$ cat src/include/oat_pkg.sv
package oat_pkg;

  // ==========================================================================
  // Register groups, sizes and clock ratios
  // ==========================================================================
  typedef enum logic [1:0] {OAT_GRP_SYS, OAT_GRP_PERI, OAT_GRP_ROM} oat_grp_t;
  typedef enum logic [1:0] {OAT_SZ_BYTE, OAT_SZ_WORD, OAT_SZ_LONG} oat_size_t;
  typedef enum logic [1:0] {OAT_RATIO_1, OAT_RATIO_2, OAT_RATIO_3} oat_ratio_t;

  localparam int OAT_CNT_W = 5;

  // ==========================================================================
  // Access request carried from a master
  // ==========================================================================
  typedef struct packed {
    oat_grp_t grp;
    oat_size_t size;
    logic write;
    logic conv;
    logic flash;
    logic fetch;
    logic branch;
    logic [2:0] addr_lo;
  } oat_req_t;

  // ==========================================================================
  // System-control group counts
  // ==========================================================================
  localparam logic [4:0] OAT_SYS_CPU_RD_WB = 5'h05;
  localparam logic [4:0] OAT_SYS_CPU_WR_WB = 5'h06;
  localparam logic [4:0] OAT_SYS_CPU_RD_L = 5'h08;
  localparam logic [4:0] OAT_SYS_CPU_WR_L = 5'h09;
  localparam logic [4:0] OAT_SYS_DMA_RD_WB = 5'h03;
  localparam logic [4:0] OAT_SYS_DMA_WR_WB = 5'h04;
  localparam logic [4:0] OAT_SYS_DMA_RD_L = 5'h06;
  localparam logic [4:0] OAT_SYS_DMA_WR_L = 5'h07;

  // ==========================================================================
  // Peripheral group counts (processor base; DMA is two fewer)
  // ==========================================================================
  localparam logic [4:0] OAT_PER_R1_WB = 5'h07;
  localparam logic [4:0] OAT_PER_R1_L = 5'h09;
  localparam logic [4:0] OAT_PER_R2_WB = 5'h09;
  localparam logic [4:0] OAT_PER_R2_L = 5'h0d;
  localparam logic [4:0] OAT_PER_R3_WB = 5'h0c;
  localparam logic [4:0] OAT_PER_R3_L = 5'h12;
  localparam logic [4:0] OAT_PER_DMA_LESS = 5'h02;

  // ==========================================================================
  // ROM counts
  // ==========================================================================
  localparam logic [4:0] OAT_ROM_SLOW = 5'h02;
  localparam logic [4:0] OAT_ROM_SEQ = 5'h01;
  localparam logic [4:0] OAT_ROM_SEQ_ODD = 5'h02;
  localparam logic [4:0] OAT_ROM_BR_HIT = 5'h02;
  localparam logic [4:0] OAT_ROM_BR_MISS = 5'h03;
  localparam logic [4:0] OAT_POSTED_ACK = 5'h01;

endpackage

$ cat src/hdl/oat_access_timer.sv
`timescale 1ns/1ps
module oat_access_timer
  import oat_pkg::*;
(
  input wire logic clk_i,
  input wire logic rst_n_i,
  input wire logic start_i,
  input wire logic [4:0] cycles_i,
  output logic busy_o,
  output logic done_o
);

  // ==========================================================================
  // Counts down an access; done pulses in its last cycle
  // ==========================================================================
  logic [4:0] cnt_ff;
  logic [4:0] nxt_cnt;

  always_comb begin
    nxt_cnt = cnt_ff;
    if (start_i) begin
      nxt_cnt = cycles_i;
    end else if (cnt_ff != 5'h00) begin
      nxt_cnt = cnt_ff - 5'h01;
    end
  end

  always_ff @(posedge clk_i or negedge rst_n_i) begin
    if (!rst_n_i) begin
      cnt_ff <= 5'h00;
    end else begin
      cnt_ff <= nxt_cnt;
    end
  end

  assign busy_o = (cnt_ff != 5'h00);
  assign done_o = (cnt_ff == 5'h01);

endmodule // oat_access_timer

$ cat src/hdl/oat_onchip_access_timing.sv
`timescale 1ns/1ps
// Behaviour
// - Processor register write acknowledged after one cycle
// - Later processor accesses wait for posted write completion
// - System group processor: 5/6 or 8/9 cycles
// - System group DMA: 3/4 or 6/7 cycles
// - Peripheral 1:1: 7/5 or 9/7 cycles
// - Peripheral 1:1/2: phase adds zero or one
// - Peripheral 1:1/3: phase adds zero to two
// - Converter registers byte or word only
// - Flash registers byte access only
// - Low-speed ROM: every access two cycles
// - High-speed sequential fetch one cycle
// - Fetch after 8n+4/8n+6 branch takes two
// - Branch fetch and data read 2-3 cycles
module oat_onchip_access_timing
  import oat_pkg::*;
(
  input wire logic clk_i,
  input wire logic rstn_i,
  input wire oat_ratio_t ratio_i,
  input wire logic rom_fast_i,
  input wire logic cpu_req_i,
  input wire oat_req_t cpu_cmd_i,
  output logic cpu_ready_o,
  output logic cpu_done_o,
  output logic cpu_err_o,
  input wire logic dma_req_i,
  input wire oat_req_t dma_cmd_i,
  output logic dma_ready_o,
  output logic dma_done_o,
  output logic dma_err_o,
  output logic post_busy_o
);

  // ==========================================================================
  // Reset release
  // ==========================================================================
  logic [1:0] rst_sync_ff;
  logic rst_n;

  always_ff @(posedge clk_i or negedge rstn_i) begin
    if (!rstn_i) begin
      rst_sync_ff <= 2'b00;
    end else begin
      rst_sync_ff <= {rst_sync_ff[0], 1'b1};
    end
  end

  assign rst_n = rst_sync_ff[1];

  // ==========================================================================
  // Peripheral clock phase (free running divider of 1, 2 or 3)
  // ==========================================================================
  logic [1:0] phase_ff;
  logic [1:0] nxt_phase;

  always_comb begin
    nxt_phase = phase_ff + 2'd1;
    if ((ratio_i == OAT_RATIO_1) ||
        (ratio_i == OAT_RATIO_2 && phase_ff >= 2'd1) ||
        (ratio_i == OAT_RATIO_3 && phase_ff >= 2'd2)) begin
      nxt_phase = 2'd0;
    end
  end

  always_ff @(posedge clk_i or negedge rst_n) begin
    if (!rst_n) begin
      phase_ff <= 2'd0;
    end else begin
      phase_ff <= nxt_phase;
    end
  end

  // ==========================================================================
  // Cycle count for one request
  // ==========================================================================
  function automatic logic [4:0] oat_cycles(input oat_req_t c, input logic is_dma,
                                            input oat_ratio_t r, input logic [1:0] ph,
                                            input logic fast, input logic odd_seq);
    logic lng;
    logic [4:0] n;
    // Converter words ride on the longword timing
    lng = (c.size == OAT_SZ_LONG) ||
          (c.grp == OAT_GRP_PERI && c.conv && c.size == OAT_SZ_WORD);
    n = OAT_ROM_SLOW;
    if (c.grp == OAT_GRP_SYS) begin
      if (!is_dma) begin
        n = lng ? (c.write ? OAT_SYS_CPU_WR_L : OAT_SYS_CPU_RD_L)
                : (c.write ? OAT_SYS_CPU_WR_WB : OAT_SYS_CPU_RD_WB);
      end else begin
        n = lng ? (c.write ? OAT_SYS_DMA_WR_L : OAT_SYS_DMA_RD_L)
                : (c.write ? OAT_SYS_DMA_WR_WB : OAT_SYS_DMA_RD_WB);
      end
    end else if (c.grp == OAT_GRP_PERI) begin
      case (r)
        OAT_RATIO_1: n = lng ? OAT_PER_R1_L : OAT_PER_R1_WB;
        OAT_RATIO_2: n = (lng ? OAT_PER_R2_L : OAT_PER_R2_WB) + {4'h0, ph[0]};
        default: n = (lng ? OAT_PER_R3_L : OAT_PER_R3_WB) + {3'h0, ph};
      endcase
      if (is_dma) begin
        n = n - OAT_PER_DMA_LESS;
      end
    end else if (!fast) begin
      n = OAT_ROM_SLOW;
    end else if (c.fetch && !c.branch) begin
      n = odd_seq ? OAT_ROM_SEQ_ODD : OAT_ROM_SEQ;
    end else begin
      n = c.addr_lo[2] ? OAT_ROM_BR_MISS : OAT_ROM_BR_HIT;
    end
    return n;
  endfunction

  function automatic logic oat_bad_size(input oat_req_t c);
    logic bad;
    bad = 1'b0;
    if (c.grp == OAT_GRP_SYS && c.flash && c.size != OAT_SZ_BYTE) begin
      bad = 1'b1;
    end
    if (c.grp == OAT_GRP_PERI && c.conv && c.size != OAT_SZ_BYTE &&
        c.size != OAT_SZ_WORD) begin
      bad = 1'b1;
    end
    return bad;
  endfunction

  // ==========================================================================
  // Processor port: posted writes and a stall behind them
  // ==========================================================================
  logic cpu_start;
  logic cpu_busy;
  logic cpu_tdone;
  logic [4:0] cpu_len;
  logic cpu_posted_ff;
  logic nxt_cpu_posted;
  logic cpu_ack_ff;
  logic nxt_cpu_ack;
  logic cpu_err_ff;
  logic nxt_cpu_err;
  logic odd_ff;
  logic nxt_odd;
  logic cpu_bad;
  logic cpu_reg;

  assign cpu_bad = oat_bad_size(cpu_cmd_i);
  assign cpu_reg = (cpu_cmd_i.grp != OAT_GRP_ROM);
  assign cpu_len = oat_cycles(cpu_cmd_i, 1'b0, ratio_i, phase_ff, rom_fast_i, odd_ff);
  // Any new access waits while the timer runs, which also covers posted writes
  assign cpu_ready_o = !cpu_busy;
  assign cpu_start = cpu_req_i && cpu_ready_o && !cpu_bad;

  always_comb begin
    nxt_cpu_posted = cpu_posted_ff;
    nxt_cpu_ack = 1'b0;
    nxt_cpu_err = cpu_req_i && cpu_ready_o && cpu_bad;
    nxt_odd = odd_ff;
    if (cpu_tdone) begin
      nxt_cpu_posted = 1'b0;
    end
    if (cpu_start && cpu_reg && cpu_cmd_i.write) begin
      nxt_cpu_posted = 1'b1;
      nxt_cpu_ack = 1'b1;
    end
    if (cpu_start && cpu_cmd_i.grp == OAT_GRP_ROM && cpu_cmd_i.fetch) begin
      nxt_odd = rom_fast_i && cpu_cmd_i.branch && cpu_cmd_i.addr_lo[2];
    end
  end

  always_ff @(posedge clk_i or negedge rst_n) begin
    if (!rst_n) begin
      cpu_posted_ff <= 1'b0;
      cpu_ack_ff <= 1'b0;
      cpu_err_ff <= 1'b0;
      odd_ff <= 1'b0;
    end else begin
      cpu_posted_ff <= nxt_cpu_posted;
      cpu_ack_ff <= nxt_cpu_ack;
      cpu_err_ff <= nxt_cpu_err;
      odd_ff <= nxt_odd;
    end
  end

  oat_access_timer u_cpu_timer (
    .clk_i(clk_i),
    .rst_n_i(rst_n),
    .start_i(cpu_start),
    .cycles_i(cpu_len),
    .busy_o(cpu_busy),
    .done_o(cpu_tdone)
  );

  // Posted writes answer early; everything else answers at the last cycle
  assign cpu_done_o = cpu_ack_ff || (cpu_tdone && !cpu_posted_ff);
  assign cpu_err_o = cpu_err_ff;
  assign post_busy_o = cpu_posted_ff;

  // ==========================================================================
  // DMA port
  // ==========================================================================
  logic dma_start;
  logic dma_busy;
  logic [4:0] dma_len;
  logic dma_bad;
  logic dma_err_ff;
  logic nxt_dma_err;

  assign dma_bad = oat_bad_size(dma_cmd_i);
  assign dma_len = oat_cycles(dma_cmd_i, 1'b1, ratio_i, phase_ff, rom_fast_i, 1'b0);
  assign dma_ready_o = !dma_busy;
  assign dma_start = dma_req_i && dma_ready_o && !dma_bad;

  always_comb begin
    nxt_dma_err = dma_req_i && dma_ready_o && dma_bad;
  end

  always_ff @(posedge clk_i or negedge rst_n) begin
    if (!rst_n) begin
      dma_err_ff <= 1'b0;
    end else begin
      dma_err_ff <= nxt_dma_err;
    end
  end

  oat_access_timer u_dma_timer (
    .clk_i(clk_i),
    .rst_n_i(rst_n),
    .start_i(dma_start),
    .cycles_i(dma_len),
    .busy_o(dma_busy),
    .done_o(dma_done_o)
  );

  assign dma_err_o = dma_err_ff;

  // ==========================================================================
  // Checks
  // ==========================================================================
  a_posted_ack_one: assert property (@(posedge clk_i) disable iff (!rst_n)
    (cpu_start && cpu_reg && cpu_cmd_i.write) |=> cpu_done_o)
    else $error("posted write not acknowledged after one cycle");

  a_stall_behind_post: assert property (@(posedge clk_i) disable iff (!rst_n)
    post_busy_o |-> !cpu_ready_o)
    else $error("access accepted during posted write");

  a_sys_cpu_word_rd: assert property (@(posedge clk_i) disable iff (!rst_n)
    (cpu_start && cpu_cmd_i.grp == OAT_GRP_SYS && !cpu_cmd_i.write &&
     cpu_cmd_i.size != OAT_SZ_LONG) |=> !cpu_done_o [*4] ##1 cpu_done_o)
    else $error("system read not five cycles");

  a_sys_dma_long_wr: assert property (@(posedge clk_i) disable iff (!rst_n)
    (dma_start && dma_cmd_i.grp == OAT_GRP_SYS && dma_cmd_i.write &&
     dma_cmd_i.size == OAT_SZ_LONG) |=> !dma_done_o [*6] ##1 dma_done_o)
    else $error("dma system longword write not seven cycles");

  a_peri_ratio_one: assert property (@(posedge clk_i) disable iff (!rst_n)
    (cpu_start && cpu_cmd_i.grp == OAT_GRP_PERI && ratio_i == OAT_RATIO_1 &&
     cpu_cmd_i.size == OAT_SZ_LONG && !cpu_cmd_i.write) |=> !cpu_done_o [*8] ##1 cpu_done_o)
    else $error("peripheral longword not nine cycles");

  a_peri_ratio_three: assert property (@(posedge clk_i) disable iff (!rst_n)
    (dma_start && dma_cmd_i.grp == OAT_GRP_PERI && ratio_i == OAT_RATIO_3 &&
     !dma_cmd_i.conv && dma_cmd_i.size != OAT_SZ_LONG) |=>
    !dma_done_o [*8] ##1 !dma_done_o ##[1:3] dma_done_o)
    else $error("dma peripheral access outside 10 to 12");

  a_peri_half_ratio: assert property (@(posedge clk_i) disable iff (!rst_n)
    (cpu_start && cpu_cmd_i.grp == OAT_GRP_PERI && ratio_i == OAT_RATIO_2 &&
     cpu_cmd_i.size == OAT_SZ_LONG && !cpu_cmd_i.write) |=>
    !cpu_done_o [*8] ##1 !cpu_done_o [*4] ##[1:2] cpu_done_o)
    else $error("peripheral longword at half ratio not 13 or 14 cycles");

  a_conv_word_long: assert property (@(posedge clk_i) disable iff (!rst_n)
    (dma_start && dma_cmd_i.grp == OAT_GRP_PERI && dma_cmd_i.conv &&
     dma_cmd_i.size == OAT_SZ_WORD && ratio_i == OAT_RATIO_1) |=>
    !dma_done_o [*6] ##1 dma_done_o)
    else $error("converter word access not on longword timing");

  a_conv_long_err: assert property (@(posedge clk_i) disable iff (!rst_n)
    (dma_req_i && dma_ready_o && dma_cmd_i.grp == OAT_GRP_PERI && dma_cmd_i.conv &&
     dma_cmd_i.size == OAT_SZ_LONG) |=> (dma_err_o && !dma_busy))
    else $error("converter longword access not refused");

  a_rom_slow_two: assert property (@(posedge clk_i) disable iff (!rst_n)
    (cpu_start && cpu_cmd_i.grp == OAT_GRP_ROM && !rom_fast_i) |=> !cpu_done_o ##1 cpu_done_o)
    else $error("slow rom access not two cycles");

  a_rom_seq_one: assert property (@(posedge clk_i) disable iff (!rst_n)
    (cpu_start && cpu_cmd_i.grp == OAT_GRP_ROM && rom_fast_i && cpu_cmd_i.fetch &&
     !cpu_cmd_i.branch && !odd_ff) |=> cpu_done_o)
    else $error("sequential fetch not one cycle");

  a_rom_after_odd: assert property (@(posedge clk_i) disable iff (!rst_n)
    (cpu_start && cpu_cmd_i.grp == OAT_GRP_ROM && rom_fast_i && cpu_cmd_i.fetch &&
     !cpu_cmd_i.branch && odd_ff) |=> !cpu_done_o ##1 cpu_done_o)
    else $error("fetch after odd branch target not two cycles");

  a_rom_branch_fetch: assert property (@(posedge clk_i) disable iff (!rst_n)
    (cpu_start && cpu_cmd_i.grp == OAT_GRP_ROM && rom_fast_i &&
     (cpu_cmd_i.branch || !cpu_cmd_i.fetch)) |=> !cpu_done_o ##[1:2] cpu_done_o)
    else $error("branch fetch or data read outside 2 to 3 cycles");

  a_bad_size_err: assert property (@(posedge clk_i) disable iff (!rst_n)
    (cpu_req_i && cpu_ready_o && cpu_cmd_i.grp == OAT_GRP_SYS && cpu_cmd_i.flash &&
     cpu_cmd_i.size != OAT_SZ_BYTE) |=> (cpu_err_o && !cpu_busy))
    else $error("flash register wide access not refused");

endmodule // oat_onchip_access_timing

$ cat config.mk
export PLATFORM = sky130hd
export DESIGN_NAME = oat_onchip_access_timing
export DESIGN_NICKNAME = d
export VERILOG_FILES = /design/src/include/oat_pkg.sv /design/src/hdl/oat_access_timer.sv /design/src/hdl/oat_onchip_access_timing.sv
export SDC_FILE = /design/constraint.sdc
export NUM_CORES = 1
export LEC_CHECK = 0
export ABC_AREA = 0
export ABC_CLOCK_PERIOD_IN_PS = 1000
export BUFFER_PORTS_ARGS = -buffer_cell sky130_fd_sc_hd__clkbuf_2
export CAP_MARGIN = 40
export CORE_MARGIN = 2
export CORE_UTILIZATION = 50
export CTS_BUF_LIST = sky130_fd_sc_hd__clkbuf_4 sky130_fd_sc_hd__clkbuf_8
export DETAILED_ROUTE_END_ITERATION = 12
export PLACE_DENSITY = 0.75
export RECOVER_POWER = 50
export SLEW_MARGIN = 30
export SYNTH_ARGS = -nofsm -noshare
export SYNTH_HDL_FRONTEND = slang
export SYNTH_SLANG_ARGS = --single-unit
$ cat constraint.sdc
create_clock -name clk_i -period 1 [get_ports clk_i]
set_input_delay 0.05 -clock clk_i [delete_from_list [all_inputs] [get_ports clk_i]]
set_output_delay 0.05 -clock clk_i [all_outputs]
set_load 0.1 [all_outputs]
Word level (Yosys, flattened, before mapping)

Cells that the tools add are included.

Bits in registers: 19
Output and inout port bits: 7
Logic and storage cells: 123

Add/sub/neg operators: 8
Magnitude comparators: 2
Equality and inequality tests: 14
Mux-type cells: 39
Reduce and logical (&&, ||, !) cells: 51

Operators with widths:

| cell                                                                                | number |
|---|---|
| 5-bit 2-to-1 mux                                                                    | 12 |
| 1-bit logical AND                                                                   | 29 |
| 5-bit case mux with 2 select lines                                                  | 2 |
| 2-bit 2-to-1 mux                                                                    | 7 |
| 3-bit 2-to-1 mux                                                                    | 4 |
| 4-bit 2-to-1 mux                                                                    | 3 |
| 1-bit 2-to-1 mux                                                                    | 11 |
| 4-bit by 1-bit adder with 5-bit output                                              | 2 |
| 5-bit by 2-bit adder with 5-bit output                                              | 2 |
| 2-bit by 1-bit == test with 1-bit output, second input constant                     | 5 |
| 5-bit by 1-bit == test with 1-bit output, second input constant                     | 2 |
| 2-bit nonzero test                                                                  | 5 |
| 5-bit nonzero test                                                                  | 2 |
| 5-bit by 1-bit subtractor with 5-bit output, second input constant                  | 2 |
| 2-bit == test, second input constant                                                | 4 |
| 1-bit logical NOT                                                                   | 7 |
| 2-bit logical NOT                                                                   | 3 |
| 1-bit logical OR                                                                    | 5 |
| 5-bit by 2-bit subtractor with 5-bit output, second input constant                  | 1 |
| 2-bit by 1-bit inequality test with 1-bit output, second input constant             | 2 |
| 2-bit by 1-bit adder with 2-bit output, second input constant                       | 1 |
| 2-bit by 1-bit greater-or-equal comparator with 1-bit output, second input constant | 1 |
| 2-bit greater-or-equal comparator, second input constant                            | 1 |
| 2-bit inequality test, second input constant                                        | 1 |

Longest topological paths before layout

Depth after elaboration: 13
Gate-level depth with buffers: 10
Depth with buffers taken out: 9

By module

Synthesis repeated with hierarchy kept, for this count alone.

Cell total of the unflattened synthesis: 177
Area total of the unflattened synthesis: 1559.0 um2

By module, submodules not included:

| module                   | times used | cells each | area an instance (um2) | sequential area each (um2) |
|---|---|---|---|---|
| oat_onchip_access_timing | 1          | 113        | 953.4                  | 225.2 |
| oat_access_timer         | 2          | 32         | 302.8                  | 125.1 |

Worst setup path after synthesis

Ideal clock, no wire load.

Path type: flip-flop to output port
Start: register cpu_posted_ff (netlist: post_busy_o)
End: output port cpu_done_o
Data arrival time: 2313 ps
Data required time: 950 ps
Slack: -1363 ps
Stages on the path, launching flop included: 2
Path buffers: 0
Cells stage by stage: dfrtp_1 > o21bai_1

Cells in the longest elaborated chain, start to end: 3

RTL lines:

| item                   | RTL line                        | text |
|---|---|---|
| from (decl)            | oat_onchip_access_timing.sv:134 | `logic cpu_posted_ff;` |
| from (signal assigned) | oat_onchip_access_timing.sv:176 | `cpu_posted_ff <= nxt_cpu_posted;` |
| 1-bit logical NOT      | oat_onchip_access_timing.sv:193 | `assign cpu_done_o = cpu_ack_ff \|\| (cpu_tdone && !cpu_posted_ff);` |
| 1-bit logical AND      | oat_onchip_access_timing.sv:193 |  |
| 1-bit logical OR       | oat_onchip_access_timing.sv:193 |  |
| to (decl)              | oat_onchip_access_timing.sv:26  | `output logic cpu_done_o,` |

No other way between the ends.

Worst setup path after layout

Start: register u_cpu_timer.cnt_ff[2]
End: register cpu_posted_ff (netlist: post_busy_o)

Cells in the longest elaborated chain, start to end: 7
Elaborated cells between the ends (all ways): 9
Those cells by class: 1 x eq/ne; 1 x mux; 7 x reduce/logical

RTL lines:

| item                                                   | RTL line                        | text |
|---|---|---|
| from (decl)                                            | oat_access_timer.sv:16          | `logic [4:0] cnt_ff;` |
| from (signal assigned)                                 | oat_access_timer.sv:32          | `cnt_ff <= nxt_cnt;` |
| 5-bit nonzero test                                     | oat_access_timer.sv:36          | `assign busy_o = (cnt_ff != 5'h00);` |
| 1-bit logical NOT                                      | oat_onchip_access_timing.sv:149 | `assign cpu_ready_o = !cpu_busy;` |
| 1-bit logical AND (2 in series)                        | oat_onchip_access_timing.sv:150 | `assign cpu_start = cpu_req_i && cpu_ready_o && !cpu_bad;` |
| 1-bit logical AND (2 in series)                        | oat_onchip_access_timing.sv:160 | `if (cpu_start && cpu_reg && cpu_cmd_i.write) begin` |
| 1-bit 2-to-1 mux or 2-bit nonzero test (tied branches) | n/a                             |  |

Parallel ways exist; a longest one is shown, timed or not.
A chain may end at the register's enable or synchronous reset.

==> impl_metrics.ini <==
[clocking]
cts-root-buf = clkbuf_4
cts.path.max_buffers = 2
cts_tree = done
cts.sinks = 19
clock_latency_ps = 310
cts_made_buffers = 3
path_clk_slew_ps = 120
cts.htree.levels = 1

[setup_path]
cp-end-kind = register
crit_type = register to register
worstPathArrival_ps = 1920
path_max_fanout = 5
cp-start-kind = register
worstPathRequired_ps = 1260

[synth]
syn_nets = 224
synthTopCellsByArea = dfrtp_1, ha_1, nand2_1
ys_ff_latch = 19
synth_area_per_cell_um2 = 8.661
yosysWarnings = 0
seq_area_frac_synth_pct = 30.67
synth-edff-count = 0
yosysTopAreaCell = dfrtp_1
yosysTopAreaCellShare_pct = 30.67
synth-main-ff-cell = dfrtp_1
synthCells = 179
netlist_area_mm2 = 0.001550
synthTopCellsByCount = nand2_1, dfrtp_1, ha_1, inv_1, nor2_1
synth_cell_types = 53
yosysMostFrequentCell = nand2_1
synth_async_sr_flop_share_pct = 100.0

[grt]
grt.busiest_layer = met2
grtUsageTotal_pct = 30.19
grt_first_pass_wirelength_um = 8066
grtUsageMet2_pct = 52.17
grt_pass1_vias = 1758
grtUsageMet3_pct = 4.113
grt_overflow_total = 0
grt_start_max_net_pins = 18
grt_util_met1_pct = 37.96
grt_antenna_before_repair = 0

[run]
drv_cap = 0

[sta]
post-route-period-util_pct = 165.6
finalCriticalPeriod_ps = 1656
slew-limit-headroom_pct = 54.06
report.final.setup_viol = 22
max_freq_mhz = 603.8
rsz0062_at_grt = yes
skew_ps = 1.037
tightestPinTransition_ps = 681.9
slew_viol_final = 0
hold_viol = 0
setup_ws_ps = -656.2

[detailed_routing]
detail-route-antenna-nets = 0
viasPerCell = 6.225
initialDrtViolationCount = 231
drtPass1Iterations = 5
wire_per_inst_um = 20.77
drt_wl_total_um = 6355
drc = 0
vias = 1905

[die]
dieWidth_um = 59.68
io_pins = 38
initial_core_util_pct = 51.63
die_area_mm2 = 0.003562
fp.dieH_um = 59.68
rows = 20
core_mm2 = 0.003003

[power_and_ir_drop]
pwr_density_cell_mw_per_mm2 = 2331
finalPower_uw = 6114
p_leak_uw = 0.001228
peakVddDrop_mv = 1.471

[finish]
final_util_pct = 87.33
diodes = 0
area_growth_pct = 69.17
drive_above_1_share_pct = 54.58
nets = 319

[min_path]
hp-class = primary input to async pin

[placement]
hpwl_um = 3400
gp_congestion = 0.9790
numPortBuffers = 33

[run_status]
violations = negative setup slack
status = finished with violations
-- worst paths after layout --
path                                          to  cells past startpoint             startpoint  slack [ps]
min in group clk_i                        odd_ff                      3           cpu_cmd_i[2]          40
hold / removal                    rst_sync_ff[0]                      2                 rstn_i          30
max in group asynchronous            post_busy_o                      1         rst_sync_ff[1]         370
setup / recovery                     post_busy_o                      8  u_cpu_timer.cnt_ff[2]        -660
setup reg to reg                     post_busy_o                      8  u_cpu_timer.cnt_ff[2]        -660
hold reg to reg            u_cpu_timer.cnt_ff[2]                      1         rst_sync_ff[1]         280
-- worst max-delay path, stage by stage (launching register included) --
cell and delay (ps):
dfrtp_1 440, nor3_4 270, buf_6 140, nand2_4 50, clkinvlp_4 90, nand2_4 70
a21oi_4 200, and3_4 250, a21o_1 80
-- logic make-up after synthesis --
logic type	count (synthesis)	share of synthesized area, %
buffers and inverters	19	6.296
DFF	19	30.67
AOI/OAI and AO/OA	51	22.92
other	1	0.2419
adders and majority gates	14	11.30
muxes	3	2.340
xor gates and xnor gates	7	3.955
and+or+nand+nor	65	22.28
-- sequential cells by signal, summed over array words and instances, names as in the netlist --
| register | flops |
|---|---|
| u_dma_timer.cnt_ff | 5 |
| cpu_err_o | 1 |
| post_busy_o | 1 |
| cpu_ack_ff | 1 |
| phase_ff | 2 |
| odd_ff | 1 |
| dma_err_o | 1 |
| u_cpu_timer.cnt_ff | 5 |
| rst_sync_ff | 2 |
-- where the power goes --
group	internal, µW	switching, µW	leakage [µW]
Combinational	2110	2220	0.000978
Sequential	1060	304	0.000232
Clock	150	275	0.0000177
Total	3320	2800	0.00123
-- per-stage QoR --
| stage | worst slack, ps | std cells | setup TNS [ps] | hold WS (ps) | area (µm²) |
|---|---|---|---|---|---|
| after floorplan | -893.0 | 179 | -11350 | -245.6 | 1643 |
| after global placement | -613.6 | 288 | -7091 | -165.2 | 2270 |
| after detailed placement | -699.9 | 288 | -8104 | -163.5 | 2270 |
| after CTS | -546.8 | 301 | -8287 | -10.85 | 2524 |
| after global routing | -691.2 | 306 | -11270 | 15.49 | 2623 |
| final | -656.2 | 306 | -10260 | 30.86 | 2623 |
-- cells in the final DEF (no fill, tap or decap), drive strengths merged, types with 3 or more instances in the layout --
| cell | n |
|---|---|
| nor2b | 6 |
| a21o | 3 |
| o21ai | 11 |
| clkbuf | 30 |
| nor3 | 7 |
| nand2b | 4 |
| a21oi | 10 |
| buf | 67 |
| inv | 11 |
| xnor2 | 6 |
| nand2 | 22 |
| o22ai | 6 |
| ha | 14 |
| dfrtp | 19 |
| nor2 | 12 |
-- per-layer routing --
metal,wire length [µm],up-vias
li1,-,828
met3,424,35
met5,0,-
met1,2509,912
met2,3145,130
met4,276,0
-- final cells by class --
type | instances | area (µm²)
Inverter | 13 | 58.81
Multi-Input combinational cell | 141 | 1244
Timing Repair Buffer | 96 | 774.5
Sequential cell | 19 | 476.7
Clock buffer | 3 | 22.52
Clock inverter | 1 | 5.005
Tap cell | 33 | 41.29
Fill cell | 154 | 380.4
-- repair_timing --
item / CTS / global route
resized for setup: 34 / 14
pin swaps: 15 / 16
endpoints found under the setup margin: 22 / 22
hold endpoints to repair: 4 / 0
setup buffers: 8 / 6
hold buffers: 2 / 0
Power figures use the tool's default switching activity.
